$ cat src/common/hsmon_pkg.sv
// Package with register map, field positions and reset values of the monitor register bank.
package hsmon_pkg;
    localparam logic [7:0] ADDR_ALERT_ENABLE = 8'h01;
    localparam logic [7:0] ADDR_LIVE_COND    = 8'h02;
    localparam logic [7:0] ADDR_FAULT_LOG    = 8'h03;
    localparam logic [7:0] ADDR_SENSE_RES    = 8'h04;
    localparam logic [7:0] ADDR_OUTV_RES     = 8'h05;
    localparam logic [7:0] ADDR_AUX_RES      = 8'h06;
    localparam int BIT_GPIO_OUT  = 6;
    localparam int BIT_FET_SHORT = 5;
    localparam int BIT_EN_CHANGE = 4;
    localparam int BIT_PWR_BAD   = 3;
    localparam int BIT_OVERCURR  = 2;
    localparam int BIT_UNDERV    = 1;
    localparam int BIT_OVERV     = 0;
    localparam int BIT_FET_ON    = 7;
    localparam int BIT_GPIO_IN   = 6;
    localparam logic [7:0] ALERT_ENABLE_RESET = 8'h00;
    localparam logic [7:0] ALERT_ENABLE_MASK  = 8'h7F;
    localparam logic [7:0] FAULT_MASK         = 8'h3F;
    localparam logic [7:0] ZERO_BYTE          = 8'h00;
    localparam logic [5:0] ZERO_FAULTS        = 6'h00;
endpackage : hsmon_pkg

$ cat src/common/hsmon_fault_if.sv
// Interface carrying live fault conditions from the input stage to the register bank.
`timescale 1ns/100ps
interface hsmon_fault_if;
    logic [5:0] live;
    logic [5:0] event_set;
    modport src (output live, output event_set);
    modport dst (input live, input event_set);
endinterface : hsmon_fault_if

$ cat src/logic/hsmon_inputs.sv
// Synchronises the monitored pins and derives live conditions and fault events.
`timescale 1ns/100ps
module hsmon_inputs (
    input  wire logic   clk,
    input  wire logic   rst_n,
    input  wire logic   fet_on,
    input  wire logic   sense_over_1mv,
    input  wire logic   card_present_n,
    input  wire logic   power_good_feedback,
    input  wire logic   overcurrent_cooldown,
    input  wire logic   overcurrent_fault,
    input  wire logic   undervoltage_input,
    input  wire logic   overvoltage_input,
    input  wire logic   gpio_pin_in,
    hsmon_fault_if.src  flt,
    output logic        fet_on_s,
    output logic        gpio_in_s
);
    logic [8:0] meta;
    logic [8:0] sync;
    logic [5:0] prev_live;
    logic       prev_en;
    logic [1:0] seed_pipe;
    logic       init_done;
    logic [5:0] live;

    always_ff @(posedge clk or negedge rst_n) begin
        if (!rst_n) begin
            meta <= 9'h000;
            sync <= 9'h000;
        end else begin
            meta <= {gpio_pin_in, fet_on, sense_over_1mv, card_present_n,
                     power_good_feedback, overcurrent_cooldown, overcurrent_fault,
                     undervoltage_input, overvoltage_input};
            sync <= meta;
        end
    end

    assign fet_on_s  = sync[7];
    assign gpio_in_s = sync[8];

    always_comb begin
        live = 6'h00;
        live[hsmon_pkg::BIT_FET_SHORT] = sync[6] & ~sync[7];
        live[hsmon_pkg::BIT_EN_CHANGE] = ~sync[5];
        live[hsmon_pkg::BIT_PWR_BAD]   = ~sync[4];
        live[hsmon_pkg::BIT_OVERCURR]  = sync[3];
        live[hsmon_pkg::BIT_UNDERV]    = ~sync[1];
        live[hsmon_pkg::BIT_OVERV]     = sync[0];
    end
    assign flt.live = live;

    // Two cycles fill the synchroniser with real pin levels and one more seeds history.
    // Edge events stay off until then, so the reset value of the flops is never seen as an edge.
    always_ff @(posedge clk or negedge rst_n) begin
        if (!rst_n) begin
            prev_live <= 6'h00;
            prev_en   <= 1'b0;
            seed_pipe <= 2'h0;
            init_done <= 1'b0;
        end else begin
            prev_live <= live;
            prev_en   <= sync[5];
            seed_pipe <= {seed_pipe[0], 1'h1};
            init_done <= seed_pipe[1];
        end
    end

    always_comb begin
        flt.event_set = 6'h00;
        if (init_done) begin
            flt.event_set[hsmon_pkg::BIT_FET_SHORT] = live[hsmon_pkg::BIT_FET_SHORT];
            flt.event_set[hsmon_pkg::BIT_EN_CHANGE] = sync[5] ^ prev_en;
            flt.event_set[hsmon_pkg::BIT_PWR_BAD]   = live[hsmon_pkg::BIT_PWR_BAD]
                                                    & ~prev_live[hsmon_pkg::BIT_PWR_BAD];
            flt.event_set[hsmon_pkg::BIT_OVERCURR]  = sync[2];
            flt.event_set[hsmon_pkg::BIT_UNDERV]    = live[hsmon_pkg::BIT_UNDERV]
                                                    & ~prev_live[hsmon_pkg::BIT_UNDERV];
            flt.event_set[hsmon_pkg::BIT_OVERV]     = live[hsmon_pkg::BIT_OVERV]
                                                    & ~prev_live[hsmon_pkg::BIT_OVERV];
        end
    end
endmodule : hsmon_inputs

$ cat src/logic/hsmon_regs.sv
// Monitor and alert register bank of a hot-plug power controller.
`timescale 1ns/100ps
module hsmon_regs (
    input  wire logic       clk,
    input  wire logic       rstn,
    input  wire logic       reg_wr,
    input  wire logic       reg_rd,
    input  wire logic [7:0] reg_addr,
    input  wire logic [7:0] reg_wdata,
    output logic      [7:0] reg_rdata,
    input  wire logic       ara_answered,
    input  wire logic       host_addressed,
    input  wire logic       gpio_is_output,
    input  wire logic       fet_on,
    input  wire logic       sense_over_1mv,
    input  wire logic       card_present_n,
    input  wire logic       power_good_feedback,
    input  wire logic       overcurrent_cooldown,
    input  wire logic       overcurrent_fault,
    input  wire logic       undervoltage_input,
    input  wire logic       overvoltage_input,
    input  wire logic       gpio_pin_in,
    output logic            gpio_pin_out,
    output logic            gpio_pin_oe,
    output logic            alert_out,
    output logic            alert_oe,
    input  wire logic       sense_done,
    input  wire logic [7:0] sense_data,
    input  wire logic       outv_done,
    input  wire logic [7:0] outv_data,
    input  wire logic       aux_done,
    input  wire logic [7:0] aux_data
);
    logic       rst_meta;
    logic       rst_n;
    logic [7:0] alert_enable;
    logic [5:0] fault_log;
    logic [7:0] sense_res;
    logic [7:0] outv_res;
    logic [7:0] aux_res;
    logic [5:0] alerted;
    logic       alert_active;
    logic       fet_on_s;
    logic       gpio_in_s;
    logic [7:0] live_condition;
    logic [7:0] next_rdata;
    logic [5:0] fault_clear;
    logic [5:0] new_fault;
    hsmon_fault_if flt ();

    function automatic logic hit(input logic [7:0] a, input logic [7:0] r);
        hit = (a == r);
    endfunction : hit

    always_ff @(posedge clk or negedge rstn) begin
        if (!rstn) begin
            rst_meta <= 1'b0;
            rst_n    <= 1'b0;
        end else begin
            rst_meta <= 1'b1;
            rst_n    <= rst_meta;
        end
    end

    hsmon_inputs u_inputs (
        .clk                  (clk),
        .rst_n                (rst_n),
        .fet_on               (fet_on),
        .sense_over_1mv       (sense_over_1mv),
        .card_present_n       (card_present_n),
        .power_good_feedback  (power_good_feedback),
        .overcurrent_cooldown (overcurrent_cooldown),
        .overcurrent_fault    (overcurrent_fault),
        .undervoltage_input   (undervoltage_input),
        .overvoltage_input    (overvoltage_input),
        .gpio_pin_in          (gpio_pin_in),
        .flt                  (flt),
        .fet_on_s             (fet_on_s),
        .gpio_in_s            (gpio_in_s)
    );

    always_ff @(posedge clk or negedge rst_n) begin
        if (!rst_n) begin
            alert_enable <= hsmon_pkg::ALERT_ENABLE_RESET;
        end else if (reg_wr && hit(reg_addr, hsmon_pkg::ADDR_ALERT_ENABLE)) begin
            alert_enable <= reg_wdata & hsmon_pkg::ALERT_ENABLE_MASK;
        end
    end

    // Writing zero clears a bit; a hardware event in the same cycle still wins.
    always_comb begin
        fault_clear = 6'h00;
        if (reg_wr && hit(reg_addr, hsmon_pkg::ADDR_FAULT_LOG)) begin
            fault_clear = ~reg_wdata[5:0];
        end
    end

    always_ff @(posedge clk or negedge rst_n) begin
        if (!rst_n) begin
            fault_log <= hsmon_pkg::ZERO_FAULTS;
        end else begin
            fault_log <= (fault_log & ~fault_clear) | flt.event_set;
        end
    end

    // Results are captured in one edge, so a read never sees a torn value.
    always_ff @(posedge clk or negedge rst_n) begin
        if (!rst_n) begin
            sense_res <= hsmon_pkg::ZERO_BYTE;
            outv_res  <= hsmon_pkg::ZERO_BYTE;
            aux_res   <= hsmon_pkg::ZERO_BYTE;
        end else begin
            if (sense_done) begin
                sense_res <= sense_data;
            end else if (reg_wr && hit(reg_addr, hsmon_pkg::ADDR_SENSE_RES)) begin
                sense_res <= reg_wdata;
            end
            if (outv_done) begin
                outv_res <= outv_data;
            end else if (reg_wr && hit(reg_addr, hsmon_pkg::ADDR_OUTV_RES)) begin
                outv_res <= reg_wdata;
            end
            if (aux_done) begin
                aux_res <= aux_data;
            end else if (reg_wr && hit(reg_addr, hsmon_pkg::ADDR_AUX_RES)) begin
                aux_res <= reg_wdata;
            end
        end
    end

    // A fault alerts only on a newly set, enabled bit not already reported.
    assign new_fault = flt.event_set & ~fault_log & alert_enable[5:0];

    always_ff @(posedge clk or negedge rst_n) begin
        if (!rst_n) begin
            alerted      <= hsmon_pkg::ZERO_FAULTS;
            alert_active <= 1'b0;
        end else begin
            alerted <= (alerted & fault_log & ~fault_clear) | new_fault;
            if (|(new_fault & ~alerted)) begin
                alert_active <= 1'b1;
            end else if (ara_answered || host_addressed) begin
                alert_active <= 1'b0;
            end
        end
    end

    always_comb begin
        live_condition = 8'h00;
        live_condition[5:0] = flt.live;
        live_condition[hsmon_pkg::BIT_FET_ON]  = fet_on_s;
        live_condition[hsmon_pkg::BIT_GPIO_IN] = gpio_in_s;
    end

    always_comb begin
        next_rdata = hsmon_pkg::ZERO_BYTE;
        if (hit(reg_addr, hsmon_pkg::ADDR_ALERT_ENABLE)) begin
            next_rdata = alert_enable;
        end else if (hit(reg_addr, hsmon_pkg::ADDR_LIVE_COND)) begin
            next_rdata = live_condition;
        end else if (hit(reg_addr, hsmon_pkg::ADDR_FAULT_LOG)) begin
            next_rdata = {2'b00, fault_log};
        end else if (hit(reg_addr, hsmon_pkg::ADDR_SENSE_RES)) begin
            next_rdata = sense_res;
        end else if (hit(reg_addr, hsmon_pkg::ADDR_OUTV_RES)) begin
            next_rdata = outv_res;
        end else if (hit(reg_addr, hsmon_pkg::ADDR_AUX_RES)) begin
            next_rdata = aux_res;
        end
    end

    always_ff @(posedge clk or negedge rst_n) begin
        if (!rst_n) begin
            reg_rdata <= hsmon_pkg::ZERO_BYTE;
        end else if (reg_rd) begin
            reg_rdata <= next_rdata;
        end
    end

    // Open-drain alert: output held low, enable low while pulling the line down.
    always_ff @(posedge clk or negedge rst_n) begin
        if (!rst_n) begin
            alert_out    <= 1'b0;
            alert_oe     <= 1'b1;
            gpio_pin_out <= 1'b0;
            gpio_pin_oe  <= 1'b1;
        end else begin
            alert_out    <= 1'b0;
            alert_oe     <= ~alert_active;
            gpio_pin_out <= alert_enable[hsmon_pkg::BIT_GPIO_OUT];
            gpio_pin_oe  <= ~gpio_is_output;
        end
    end
endmodule : hsmon_regs

$ cat config.mk
export PLATFORM = sky130hd
export DESIGN_NAME = hsmon_regs
export DESIGN_NICKNAME = d
export VERILOG_FILES = /design/src/common/hsmon_pkg.sv /design/src/common/hsmon_fault_if.sv /design/src/logic/hsmon_inputs.sv /design/src/logic/hsmon_regs.sv
export SDC_FILE = /design/constraint.sdc
export NUM_CORES = 1
export LEC_CHECK = 0
export BUFFER_PORTS_ARGS = -buffer_cell sky130_fd_sc_hd__buf_2
export CORE_UTILIZATION = 49
export DETAILED_ROUTE_END_ITERATION = 10
export GPL_TIMING_DRIVEN = 0
export PLACE_DENSITY_LB_ADDON = 0.1
export SKIP_LAST_GASP = 1
export SLEW_MARGIN = 25
export SYNTH_ARGS = -nofsm -noshare
export SYNTH_HDL_FRONTEND = slang
export SYNTH_SLANG_ARGS = --single-unit
$ cat constraint.sdc
create_clock -name clk -period 2.48 [get_ports clk]
set_input_delay 0.496 -clock clk [delete_from_list [all_inputs] [get_ports clk]]
set_output_delay 0.496 -clock clk [all_outputs]
set_load 0.05 [all_outputs]
==> results by group, run 1 <==
Routing
  – Remaining antenna violation count after routing: 0
  – Pre-antenna DRT Iters: 4
  – First DRT Iteration DRCs: 150
  – Vias per cell: 5.285
  – WL met3: 507 microns
  – Post-route DRC: 0
  – Wirelength, routed: 7.868 mm
  – DR WL met2: 3.558 mm
  – Drt wl/cell: 16.49 microns
  – Top routing layer in use: met4
  – Via Count: 2,521
  – Metal-1 WL: 3.690 mm

Critical path
  – Crit-path cells: buf_2, clkbuf_1, nor2b_1, nand4_1, mux2_2
  – Worst setup EP type: register
  – WP data required: 2710 ps
  – Critical path arrival: 2200 ps
  – CP bufs+invs: 2
  – Startpoint types: input port
  – Critical path peak fanout: 10
  – Crit path kind: in2reg
  – Crit path largest cell delay: 480 ps
  – CP delay by family, top: simple AND/OR/NAND/NOR gates
  – CP max stage cell: nand4_1

Place
  – Placed Cells incl. Taps: 460
  – Dpl hpwl: 5.688 mm
  – GP Congestion: 0.7786
  – Port bufs: 65

Floorplanning
  – Die height: 87.41 microns
  – I/O pin count: 71
  – Initial Util: 51.76%
  – Core area: 6907 sq um
  – Die area: 7641 sq um
  – Site row count: 30
  – Chip width: 87.41 microns

Global route
  – First-pass GRT wire length: 13.03 mm
  – GRT Util Overall: 23.34%
  – GRT overflow: 0
  – Number of global-route vias before repair: 2,513
  – Initial antenna violation count: 0
  – Largest net degree at the start of global routing: 54

Logic synthesis
  – FFs w/ async S/R, synth: 100.0%
  – Post-synth EDFFs: 0
  – Yosys top cell area share: 56.00%
  – Commonest cells post-synth: 80 x dfrtp_1, 43 x mux2_2, 21 x inv_1
  – Top cells by area, synth: dfrtp_1 56%, mux2_2 14%, a21oi_1 2.7%, mux2i_1 2.5%, inv_1 2.2%
  – Netlist cell types: 42
  – Ys Warns: 0
  – Sequential-to-total area share from yosys stat: 57.47%
  – Syn Area/Cell: 12.04 sq um
  – Synth Register Bits: 82
  – Synth Cell Area: 3575 sq um
  – Mapped Cells: 297
  – Cell taking the most area after synthesis: dfrtp_1
  – Post-synth top flop: dfrtp_1
  – Top-count cell post-synth: dfrtp_1

CTS
  – CTS Sinks: 82
  – CTS clock-pin slew for the worst setup and hold paths: 70 ps
  – Total CTS buffers: 9
  – H-tree levels: 3
  – Post-CTS Setup Bufs: 0
  – Post-CTS Resized: 0
  – Clock Path Buffers: 2
  – Clk_lat worst skew: 350 ps
  – CTS tree: built
  – Root buf cell: clkbuf_8

Cells and area
  – Area growth, synth to finish: 19.67%
  – Finished Layout Cells: 477
  – Layout Nets: 435
  – Layout cells sized above 1: 35.70%
  – Inserted Diodes: 0
  – Fill count: 637

STA
  – Hold Violations, Final: 0
  – Period utilisation layout: 79.43%
  – Max Clock Freq: 0.5077 GHz
  – Tmin final: 1970 ps
  – Worst-margin pin slew: 583.2 ps
  – RSZ-0062 raised after global routing: no
  – Final slew viol count: 0
  – Setup Skew: 7.258 ps
  – Final-report setup violation count: 0
  – Slew Limit Headroom: 60.98%

Pwr
  – Leakage: 0.001964 uW
  – Pwr/cell area: 662.8 nW/um^2
  – Peak VDD IR: 375.2 uV
  – Overall power: 2835 uW

Run
  – Max-cap violations: 0

Outcome
  – Status: finished clean

Worst hold path
  – Worst min path class: in2reg
==> registers in the layout, indices dropped and copies added (netlist names), 2 cells and up <==
signal,count
alerted,6
u_inputs.meta,9
reg_rdata,8
aux_res,8
alert_enable,7
fault_log,6
u_inputs.prev_live,3
u_inputs.sync,9
u_inputs.seed_pipe,2
outv_res,8
sense_res,8
==> cells by family after synthesis <==
| logic type | after synthesis | share of synthesized area, % |
|---|---|---|
| buf+inv | 34 | 3.885 |
| xor+xnor | 1 | 0.2451 |
| flops | 82 | 57.47 |
| simple gates | 67 | 11.27 |
| other cells | 2 | 0.2101 |
| mux | 54 | 16.70 |
| compound gates | 57 | 10.22 |
==> worst register-to-register path, stage by stage, from the launching register on <==
cell and delay, ps:
dfrtp_1 540, or3b_2 510, nor4_1 280, nor3_1 120, nand3_1 90
==> timing repair <==
item / 4_1_cts / 5_1_grt
hold buffers: 1 / 0
setup endpoints to repair: 0 / 0
hold endpoints to repair: 2 / 0
==> cell type report <==
type	count	area, sq um	share of cell area [%]
Sequential cell	82	2058	48.11
Multi-Input combinational cell	182	1385	32.38
Timing Repair Buffer	67	362.8	8.482
Clock buffer	14	152.6	3.568
Tap cell	96	120.1	2.808
Inverter	21	78.83	1.843
Clock inverter	2	60.06	1.404
Buffer	13	60.06	1.404
==> metal layers <==
| layer | global-route usage, % | vias up |
|---|---|---|
| met5 | 0 | - |
| met4 | 7.154 | 0 |
| met3 | 7.204 | 13 |
| met2 | 35.23 | 81 |
| met1 | 32.36 | 1215 |
| li1 | - | 1212 |
==> report_power, final <==
group / internal, uW / switching, uW
Combinational: 149 / 160
Sequential: 1430 / 56.9
Clock: 597 / 445
==> path summary, 6_finish.rpt <==
kind,start,endpoint,slack (ps),cells after the start
max,reg_addr[1],alert_enable[4]$_DFFE_PN0P_,510,5
min,gpio_is_output,gpio_pin_oe$_DFF_PN1_,250,2
max reg2reg,u_inputs.init_done$_DFF_PN0_,alert_active$_DFFE_PN0P_,880,4
min reg2reg,rst_n$_DFF_PN0_,u_inputs.seed_pipe[1]$_DFF_PN0_,260,0
max in group asynchronous,rst_n$_DFF_PN0_,fault_log[5]$_DFF_PN0_,1630,1
min in group asynchronous,rst_n$_DFF_PN0_,u_inputs.seed_pipe[1]$_DFF_PN0_,260,0
==> stage by stage <==
stage	hold slack, ps	setup WS [ps]	instance area (sq um)	TNS, ps	utilization, %
2_1_floorplan	200.4	30.58	3578	0	-
3_3_place_gp	280.9	-866.8	4024	-67320	58.26
5_1_grt	227.0	416.6	4278	0	61.94
4_1_cts	229.1	536.0	4278	0	61.94
6_report	245.9	510.2	4278	0	61.94
3_5_place_dp	264.6	182.2	4055	0	58.71
==> layout by cell type (no fill, tap or decap), types with 2 or more instances in the layout <==
master	count
a211oi_1	4
a21oi_1	19
a221oi_1	5
buf_1	4
buf_2	68
buf_4	2
bufinv_16	2
clkbuf_1	8
clkbuf_8	10
conb_1	3
dfrtp_1	79
dfstp_2	2
inv_1	21
mux2_1	2
mux2_2	43
mux2i_1	9
nand2_1	19
nand2b_1	4
nand3b_1	3
nand4_1	3
nor2_1	9
nor2b_1	11
nor3_1	2
nor3b_1	2
nor4_1	2
o21ai_0	12
o22ai_1	4
o32ai_1	8
or3b_2	3
(Power assumes the default switching activity.)
==> run 2, diff against run 1 <==
- ABC_AREA: default -> 1
- clock period: 2.48 -> 1.6 ns (I/O delays scaled with it)
==> run 2 against run 1 <==
Sequential share of layout area decreased by 0.60 points. Synthesized cell count increased by 42%. Power increased by 56%. Non-clock buffer count decreased by 4. Via count increased by 23%. Global-route usage increased by 1.6 points. Sequential power increased by 55%. Worst hold slack got worse by 190 ps. Utilization increased by 0.44 points. Combinational power increased by 25%. Synthesized area increased by 0.77%. Final cell count increased by 26%.
==> results by group, run 2 <==
Outcome
  – Status: finished clean (unchanged)

Global route
  – Number of global-route vias before repair: 2,854 (was 2,513)
  – First-pass GRT wire length: 13.92 mm (was 13.03 mm)
  – GRT Util Overall: 24.94% (was 23.34%)
  – Initial antenna violation count: 0 (unchanged)
  – GRT overflow: 0 (unchanged)
  – Largest net degree at the start of global routing: 49 (was 54)

Logic synthesis
  – Synth Register Bits: 82 (unchanged)
  – Top cells by area, synth: dfrtp_1 56%, nand2_1 12%, nand3_1 8.9%, inv_1 4.4%, nor2_1 3.6% (was dfrtp_1 56%, mux2_2 14%, a21oi_1 2.7%, mux2i_1 2.5%, inv_1 2.2%)
  – Ys Warns: 0 (unchanged)
  – Netlist cell types: 30 (was 42)
  – Top-count cell post-synth: nand2_1 (was dfrtp_1)
  – Cell taking the most area after synthesis: dfrtp_1 (unchanged)
  – Syn Area/Cell: 8.556 sq um (was 12.04 sq um)
  – Post-synth EDFFs: 0 (unchanged)
  – Sequential-to-total area share from yosys stat: 57.03% (was 57.47%)
  – Post-synth top flop: dfrtp_1 (unchanged)
  – Yosys top cell area share: 55.57% (was 56.00%)
  – Synth Cell Area: 3602 sq um (was 3575 sq um)
  – Commonest cells post-synth: 117 x nand2_1, 80 x dfrtp_1, 64 x nand3_1 (was 80 x dfrtp_1, 43 x mux2_2, 21 x inv_1)
  – Mapped Cells: 421 (was 297)
  – FFs w/ async S/R, synth: 100.0% (unchanged)

Floorplanning
  – Die height: 87.74 microns (was 87.41 microns)
  – I/O pin count: 71 (unchanged)
  – Chip width: 87.74 microns (was 87.41 microns)
  – Core area: 6944 sq um (was 6907 sq um)
  – Die area: 7698 sq um (was 7641 sq um)
  – Initial Util: 51.87% (was 51.76%)
  – Site row count: 30 (unchanged)

Critical path
  – Worst setup EP type: primary output (was register)
  – CP delay by family, top: flip-flops (was simple AND/OR/NAND/NOR gates)
  – Startpoint types: register (was input port)
  – Critical path peak fanout: 1 (was 10)
  – CP bufs+invs: 1 (was 2)
  – Crit path kind: reg2out (was in2reg)
  – CP max stage cell: dfstp_2 (was nand4_1)
  – Critical path arrival: 1140 ps (was 2200 ps)
  – Crit path largest cell delay: 530 ps (was 480 ps)
  – WP data required: 1280 ps (was 2710 ps)
  – Crit-path cells: buf_2 (was buf_2, clkbuf_1, nor2b_1, nand4_1, mux2_2)

CTS
  – Total CTS buffers: 9 (unchanged)
  – CTS clock-pin slew for the worst setup and hold paths: 90 ps (was 70 ps)
  – Clk_lat worst skew: 370 ps (was 350 ps)
  – CTS Sinks: 82 (unchanged)
  – Post-CTS Resized: 0 (unchanged)
  – H-tree levels: 3 (unchanged)
  – Clock Path Buffers: 2 (unchanged)
  – Root buf cell: clkbuf_8 (unchanged)
  – CTS tree: built (unchanged)

Cells and area
  – Biggest regs: u_inputs.meta: 9 flops, u_inputs.sync: 9 flops (unchanged)
  – Commonest non-fill, non-tap cell in the layout: nand2_1 (was dfrtp_1)
  – Area growth, synth to finish: 20.25% (was 19.67%)
  – Layout cells sized above 1: 20.95% (was 35.70%)
  – Inserted Diodes: 0 (unchanged)
  – Commonest cells after routing, fill and taps aside: 117 x nand2_1, 79 x dfrtp_1, 69 x buf_2, 64 x nand3_1, 42 x inv_1 (was 79 x dfrtp_1, 68 x buf_2, 43 x mux2_2, 21 x inv_1)
  – Layout Nets: 560 (was 435)
  – Fill count: 624 (was 637)

Routing
  – Vias per cell: 5.150 (was 5.285)
  – Wirelength, routed: 8.646 mm (was 7.868 mm)
  – Post-route DRC: 0 (unchanged)
  – First DRT Iteration DRCs: 264 (was 150)
  – Remaining antenna violation count after routing: 0 (unchanged)
  – Via Count: 3,100 (was 2,521)
  – Drt wl/cell: 14.36 microns (was 16.49 microns)
  – Pre-antenna DRT Iters: 5 (was 4)

Pwr
  – Leakage: 0.002189 uW (was 0.001964 uW)
  – Part of the power in the clock network: 39.5% (was 36.8%)
  – Pwr/cell area: 1022 nW/um^2 (was 662.8 nW/um^2)
  – Sw Ratio: 25.76% (was 23.34%)
  – Switching Power: 1140 uW (was 661.7 uW)
  – Sequential power share: 51.8% (was 52.3%)
  – Int Pwr: 3285 uW (was 2174 uW)
  – Comb power frac: 8.7% (was 10.9%)
  – Peak VDD IR: 569.8 uV (was 375.2 uV)

STA
  – Final-report setup violation count: 0 (unchanged)
  – Setup TNS: 0 ps (unchanged)
  – Max Clock Freq: 0.6845 GHz
  – Final slew viol count: 0 (unchanged)
  – Setup Skew: 14.79 ps (was 7.258 ps)
  – RSZ-0062 raised after global routing: no (unchanged)
  – Hold Violations, Final: 0 (unchanged)
  – Period utilisation layout: 91.30%
  – Worst hold slack: 52.17 ps (was 245.9 ps)
  – Tmin final: 1461 ps

Place
  – Dpl hpwl: 6.434 mm (was 5.688 mm)
  – GP Congestion: 0.8742 (was 0.7786)
  – Port bufs: 66 (was 65)

Worst hold path
  – Worst min path class: in2reg (unchanged)

Run
  – Max-cap violations: 0 (unchanged)
run 2: power by group through the flow:
stage | Sequential [uW] | Clock (uW) | Combinational [uW]
floorplan | 2340 | 0 | 197
global placement | 2350 | 0 | 342
detailed placement | 2330 | 0 | 381
CTS | 2290 | 1770 | 386
global route | 2310 | 1860 | 434
finish | 2290 | 1750 | 386
run 2: routing by layer:
| layer | share of wire [%] | global-route usage [%] | wire [microns] |
|---|---|---|---|
| met5 | 0 | 0 | 0 |
| met4 | 2.3 | 10.43 | 197 |
| met3 | 6.9 | 6.975 | 595 |
| met2 | 43 | 37.14 | 3738 |
| met1 | 48 | 34.47 | 4115 |
run 2: cell type report:
type / count / area, sq um / area share [%]
plain buffers: 8 / 37.54 / 0.8666
clock buffers: 10 / 137.6 / 3.177
clock inverters: 6 / 96.34 / 2.224
inverters: 45 / 168.9 / 3.899
multi-input cells: 287 / 1345 / 31.05
flip-flops and latches: 82 / 2058 / 47.52
well taps: 96 / 120.1 / 2.773
repair buffers: 68 / 367.9 / 8.492
run 2: cell families (layout without fill, tap and decap cells):
kind of cell / Yosys count / count (layout) / share of synthesized area [%]
flip-flops: 82 / 82 / 57.03
other: 2 / 3 / 0.2085
buffers and inverters: 53 / 137 / 5.731
AO/OA/AOI/OAI: 45 / 45 / 7.503
AND/OR/NAND/NOR: 239 / 239 / 29.52
run 2: per-stage QoR:
step	instances	util [%]	cell area (sq um)	setup slack, ps	power [uW]
finish	602	62.38	4332	139.1	4425
detailed placement	585	58.86	4088	-100.5	2714
CTS	602	62.38	4332	122.0	4450
global placement	584	58.43	4058	-261.0	2693
floorplan	422	-	3607	213.4	2536
global route	602	62.38	4332	97.49	4605
run 2: what timing repair did:
item | 4_1_cts | 5_1_grt
hold buffers | 1 | 0
endpoints found under the hold margin | 2 | 0
setup buffers | 0 | 0
run 2: final timing paths:
kind / from / slack (ps) / endpoint / cells past startpoint
min in group asynchronous: rstn / 270 / rst_n$_DFF_PN0_ / 2
setup reg to reg: u_inputs.init_done$_DFF_PN0_ / 190 / alert_active$_DFFE_PN0P_ / 6
max in group asynchronous: rst_n$_DFF_PN0_ / 680 / alert_oe$_DFF_PN1_ / 1
hold reg to reg: rst_n$_DFF_PN0_ / 280 / outv_res[5]$_DFFE_PN0P_ / 0
hold / removal: card_present_n / 50 / u_inputs.meta[5]$_DFF_PN0_ / 1
setup / recovery: gpio_pin_oe$_DFF_PN1_ / 140 / gpio_pin_oe / 1
==> run 3, diff against run 2 <==
- CORE_UTILIZATION: 49 -> 55
- clock period: 1.6 -> 1.8 ns (I/O delays scaled with it)
==> run 3 against run 2 <==
Sequential power decreased by 10%. Count of clock-buffer cells in the layout is 1 lower. Via count up 1.1%. Register-to-register slack better by 260 ps. Worst setup slack improved by 180 ps. Power shrank 11%. Clock power down 12%. Final cell count shrank 3.2%. Critical path depth stayed put. Utilization rose by 5.4 points. Routed wire length up 0.91%. Critical path type unchanged. Critical endpoint is now alert_oe. Largest cell class unchanged.
==> results by group, run 3 (synthesis gave the netlist of run 2 again) <==
Outcome
  – Status: finished clean (unchanged)

STA
  – Final slew viol count: 0 (unchanged)
  – Hold Violations, Final: 0 (unchanged)
  – Tmin final: 1482 ps
  – Slew Limit Headroom: 66.86%
  – Period utilisation layout: 82.32%
  – Worst hold slack: 94.50 ps (was 52.17 ps)
  – Final-report setup violation count: 0 (unchanged)
  – RSZ-0062 raised after global routing: no (unchanged)
  – Setup TNS: 0 ps (unchanged)
  – Setup Skew: 8.733 ps (was 14.79 ps)
  – Worst-margin pin slew: 495.3 ps
  – Max Clock Freq: 0.6748 GHz

Cells and area
  – Biggest regs: u_inputs.meta: 9 flops, u_inputs.sync: 9 flops (unchanged)
  – Fill count: 527 (was 624)
  – Layout cells sized above 1: 20.95% (unchanged)
  – Commonest non-fill, non-tap cell in the layout: nand2_1 (unchanged)
  – Layout Nets: 560 (unchanged)
  – Area growth, synth to finish: 19.52% (was 20.25%)
  – Commonest cells after routing, fill and taps aside: 117 x nand2_1, 79 x dfrtp_1, 69 x buf_2, 64 x nand3_1, 42 x inv_1 (unchanged)
  – Inserted Diodes: 0 (unchanged)
  – Finished Layout Cells: 583 (was 602)

CTS
  – Post-CTS Setup Bufs: 0 (unchanged)
  – Root buf cell: clkbuf_8 (unchanged)
  – Clock Path Buffers: 2 (unchanged)
  – Total CTS buffers: 9 (unchanged)
  – CTS Sinks: 82 (unchanged)
  – CTS clock-pin slew for the worst setup and hold paths: 90 ps (about the same)
  – CTS tree: built (unchanged)
  – Clk_lat worst skew: 360 ps (was 370 ps)
  – H-tree levels: 3 (unchanged)

Floorplanning
  – Chip width: 82.93 microns (was 87.74 microns)
  – Die height: 82.93 microns (was 87.74 microns)
  – Core area: 6350 sq um (was 6944 sq um)
  – Die area: 6877 sq um (was 7698 sq um)
  – Site row count: 29 (was 30)
  – Initial Util: 56.73% (was 51.87%)
  – I/O pin count: 71 (unchanged)

Critical path
  – WP data required: 1440 ps (was 1280 ps)
  – Critical path arrival: 1120 ps (was 1140 ps)
  – Crit path largest cell delay: 520 ps (was 530 ps)
  – Crit path kind: reg2out (unchanged)
  – CP max stage cell: dfstp_2 (unchanged)
  – Startpoint types: register (unchanged)
  – CP bufs+invs: 1 (unchanged)
  – Worst setup EP type: primary output (unchanged)
  – Crit-path cells: buf_2 (unchanged)
  – Critical path peak fanout: 1 (unchanged)
  – CP delay by family, top: flip-flops (unchanged)

Global route
  – GRT overflow: 0 (unchanged)
  – Initial antenna violation count: 0 (unchanged)
  – GRT Util Overall: 27.22% (was 24.94%)
  – Number of global-route vias before repair: 2,863 (was 2,854)
  – First-pass GRT wire length: 14.28 mm (was 13.92 mm)
  – Largest net degree at the start of global routing: 51 (was 49)

Routing
  – Vias per cell: 5.377 (was 5.150)
  – Post-route DRC: 0 (unchanged)
  – Remaining antenna violation count after routing: 0 (unchanged)
  – Wirelength, routed: 8.725 mm (was 8.646 mm)
  – Drt wl/cell: 14.97 microns (was 14.36 microns)
  – Pre-antenna DRT Iters: 5 (unchanged)
  – First DRT Iteration DRCs: 302 (was 264)
  – Via Count: 3,135 (was 3,100)

Worst hold path
  – Worst min path class: in2reg (unchanged)

Pwr
  – Peak VDD IR: 712.8 uV (was 569.8 uV)
  – Leakage: 0.002188 uW (was 0.002189 uW)
  – Pwr/cell area: 912.5 nW/um^2 (was 1022 nW/um^2)

Place
  – Placed Cells incl. Taps: 566 (was 585)
  – GP Congestion: 0.9190 (was 0.8742)
  – Dpl hpwl: 6.323 mm (was 6.434 mm)
  – Port bufs: 66 (unchanged)

Run
  – Max-cap violations: 0 (unchanged)
run 3: stage by stage:
| step | instance area (sq um) | worst slack [ps] | utilization (%) | total power (uW) |
|---|---|---|---|---|
| CTS | 4305 | 298.4 | 67.80 | 3958 |
| floorplan | 3607 | 413.4 | - | 2254 |
| global route | 4305 | 272.7 | 67.80 | 4076 |
| global placement | 4034 | -31.70 | 63.53 | 2398 |
| detailed placement | 4064 | 124.6 | 64.00 | 2419 |
| finish | 4305 | 318.2 | 67.80 | 3929 |
run 3: path summary, 6_finish.rpt:
| kind | start | cells past startpoint | end | slack [ps] |
|---|---|---|---|---|
| min in group asynchronous | rst_n$_DFF_PN0_ | 0 | alerted[2]$_DFF_PN0_ | 270 |
| max in group asynchronous | rst_n$_DFF_PN0_ | 1 | gpio_pin_out$_DFF_PN0_ | 940 |
| worst min-delay path | gpio_is_output | 2 | gpio_pin_oe$_DFF_PN1_ | 90 |
| worst max-delay path | alert_oe$_DFF_PN1_ | 1 | alert_oe | 320 |
| worst min register to register | rst_n$_DFF_PN0_ | 0 | alerted[2]$_DFF_PN0_ | 270 |
| worst max register to register | u_inputs.init_done$_DFF_PN0_ | 6 | alert_active$_DFFE_PN0P_ | 450 |
run 3: repair_timing:
| item | in CTS | in global routing |
|---|---|---|
| endpoints found under the setup margin | 0 | 0 |
| endpoints found under the hold margin | 2 | 0 |
| hold buffers | 1 | 0 |
| resized for setup | 0 | 0 |
run 3: per-layer routing:
metal  part of all wire, %  wire (microns)  global-route usage [%]
met3                   6.9             605                   4.771
met2                    45            3953                   39.20
met4                   2.1             184                   13.01
met1                    46            3982                   40.24
met5                     0               0                       0
run 3: area by class of cell:
cell class / instances / area, sq um / area share, %
clock inverter: 7 / 107.6 / 2.499
timing repair buffer: 68 / 367.9 / 8.544
inverter: 45 / 168.9 / 3.923
clock buffer: 9 / 123.9 / 2.877
sequential: 82 / 2058 / 47.81
multi-input combinational: 287 / 1345 / 31.24
buffer: 8 / 37.54 / 0.8718
tap: 77 / 96.34 / 2.238
run 3: report_power, final:
group / switching (uW) / total (uW) / internal, uW / leakage, uW
Sequential: 87.4 / 2050 / 1960 / 0.000976
Clock: 729 / 1540 / 810 / 0.000114
Combinational: 218 / 343 / 126 / 0.00110
Total: 1030 / 3930 / 2890 / 0.00219
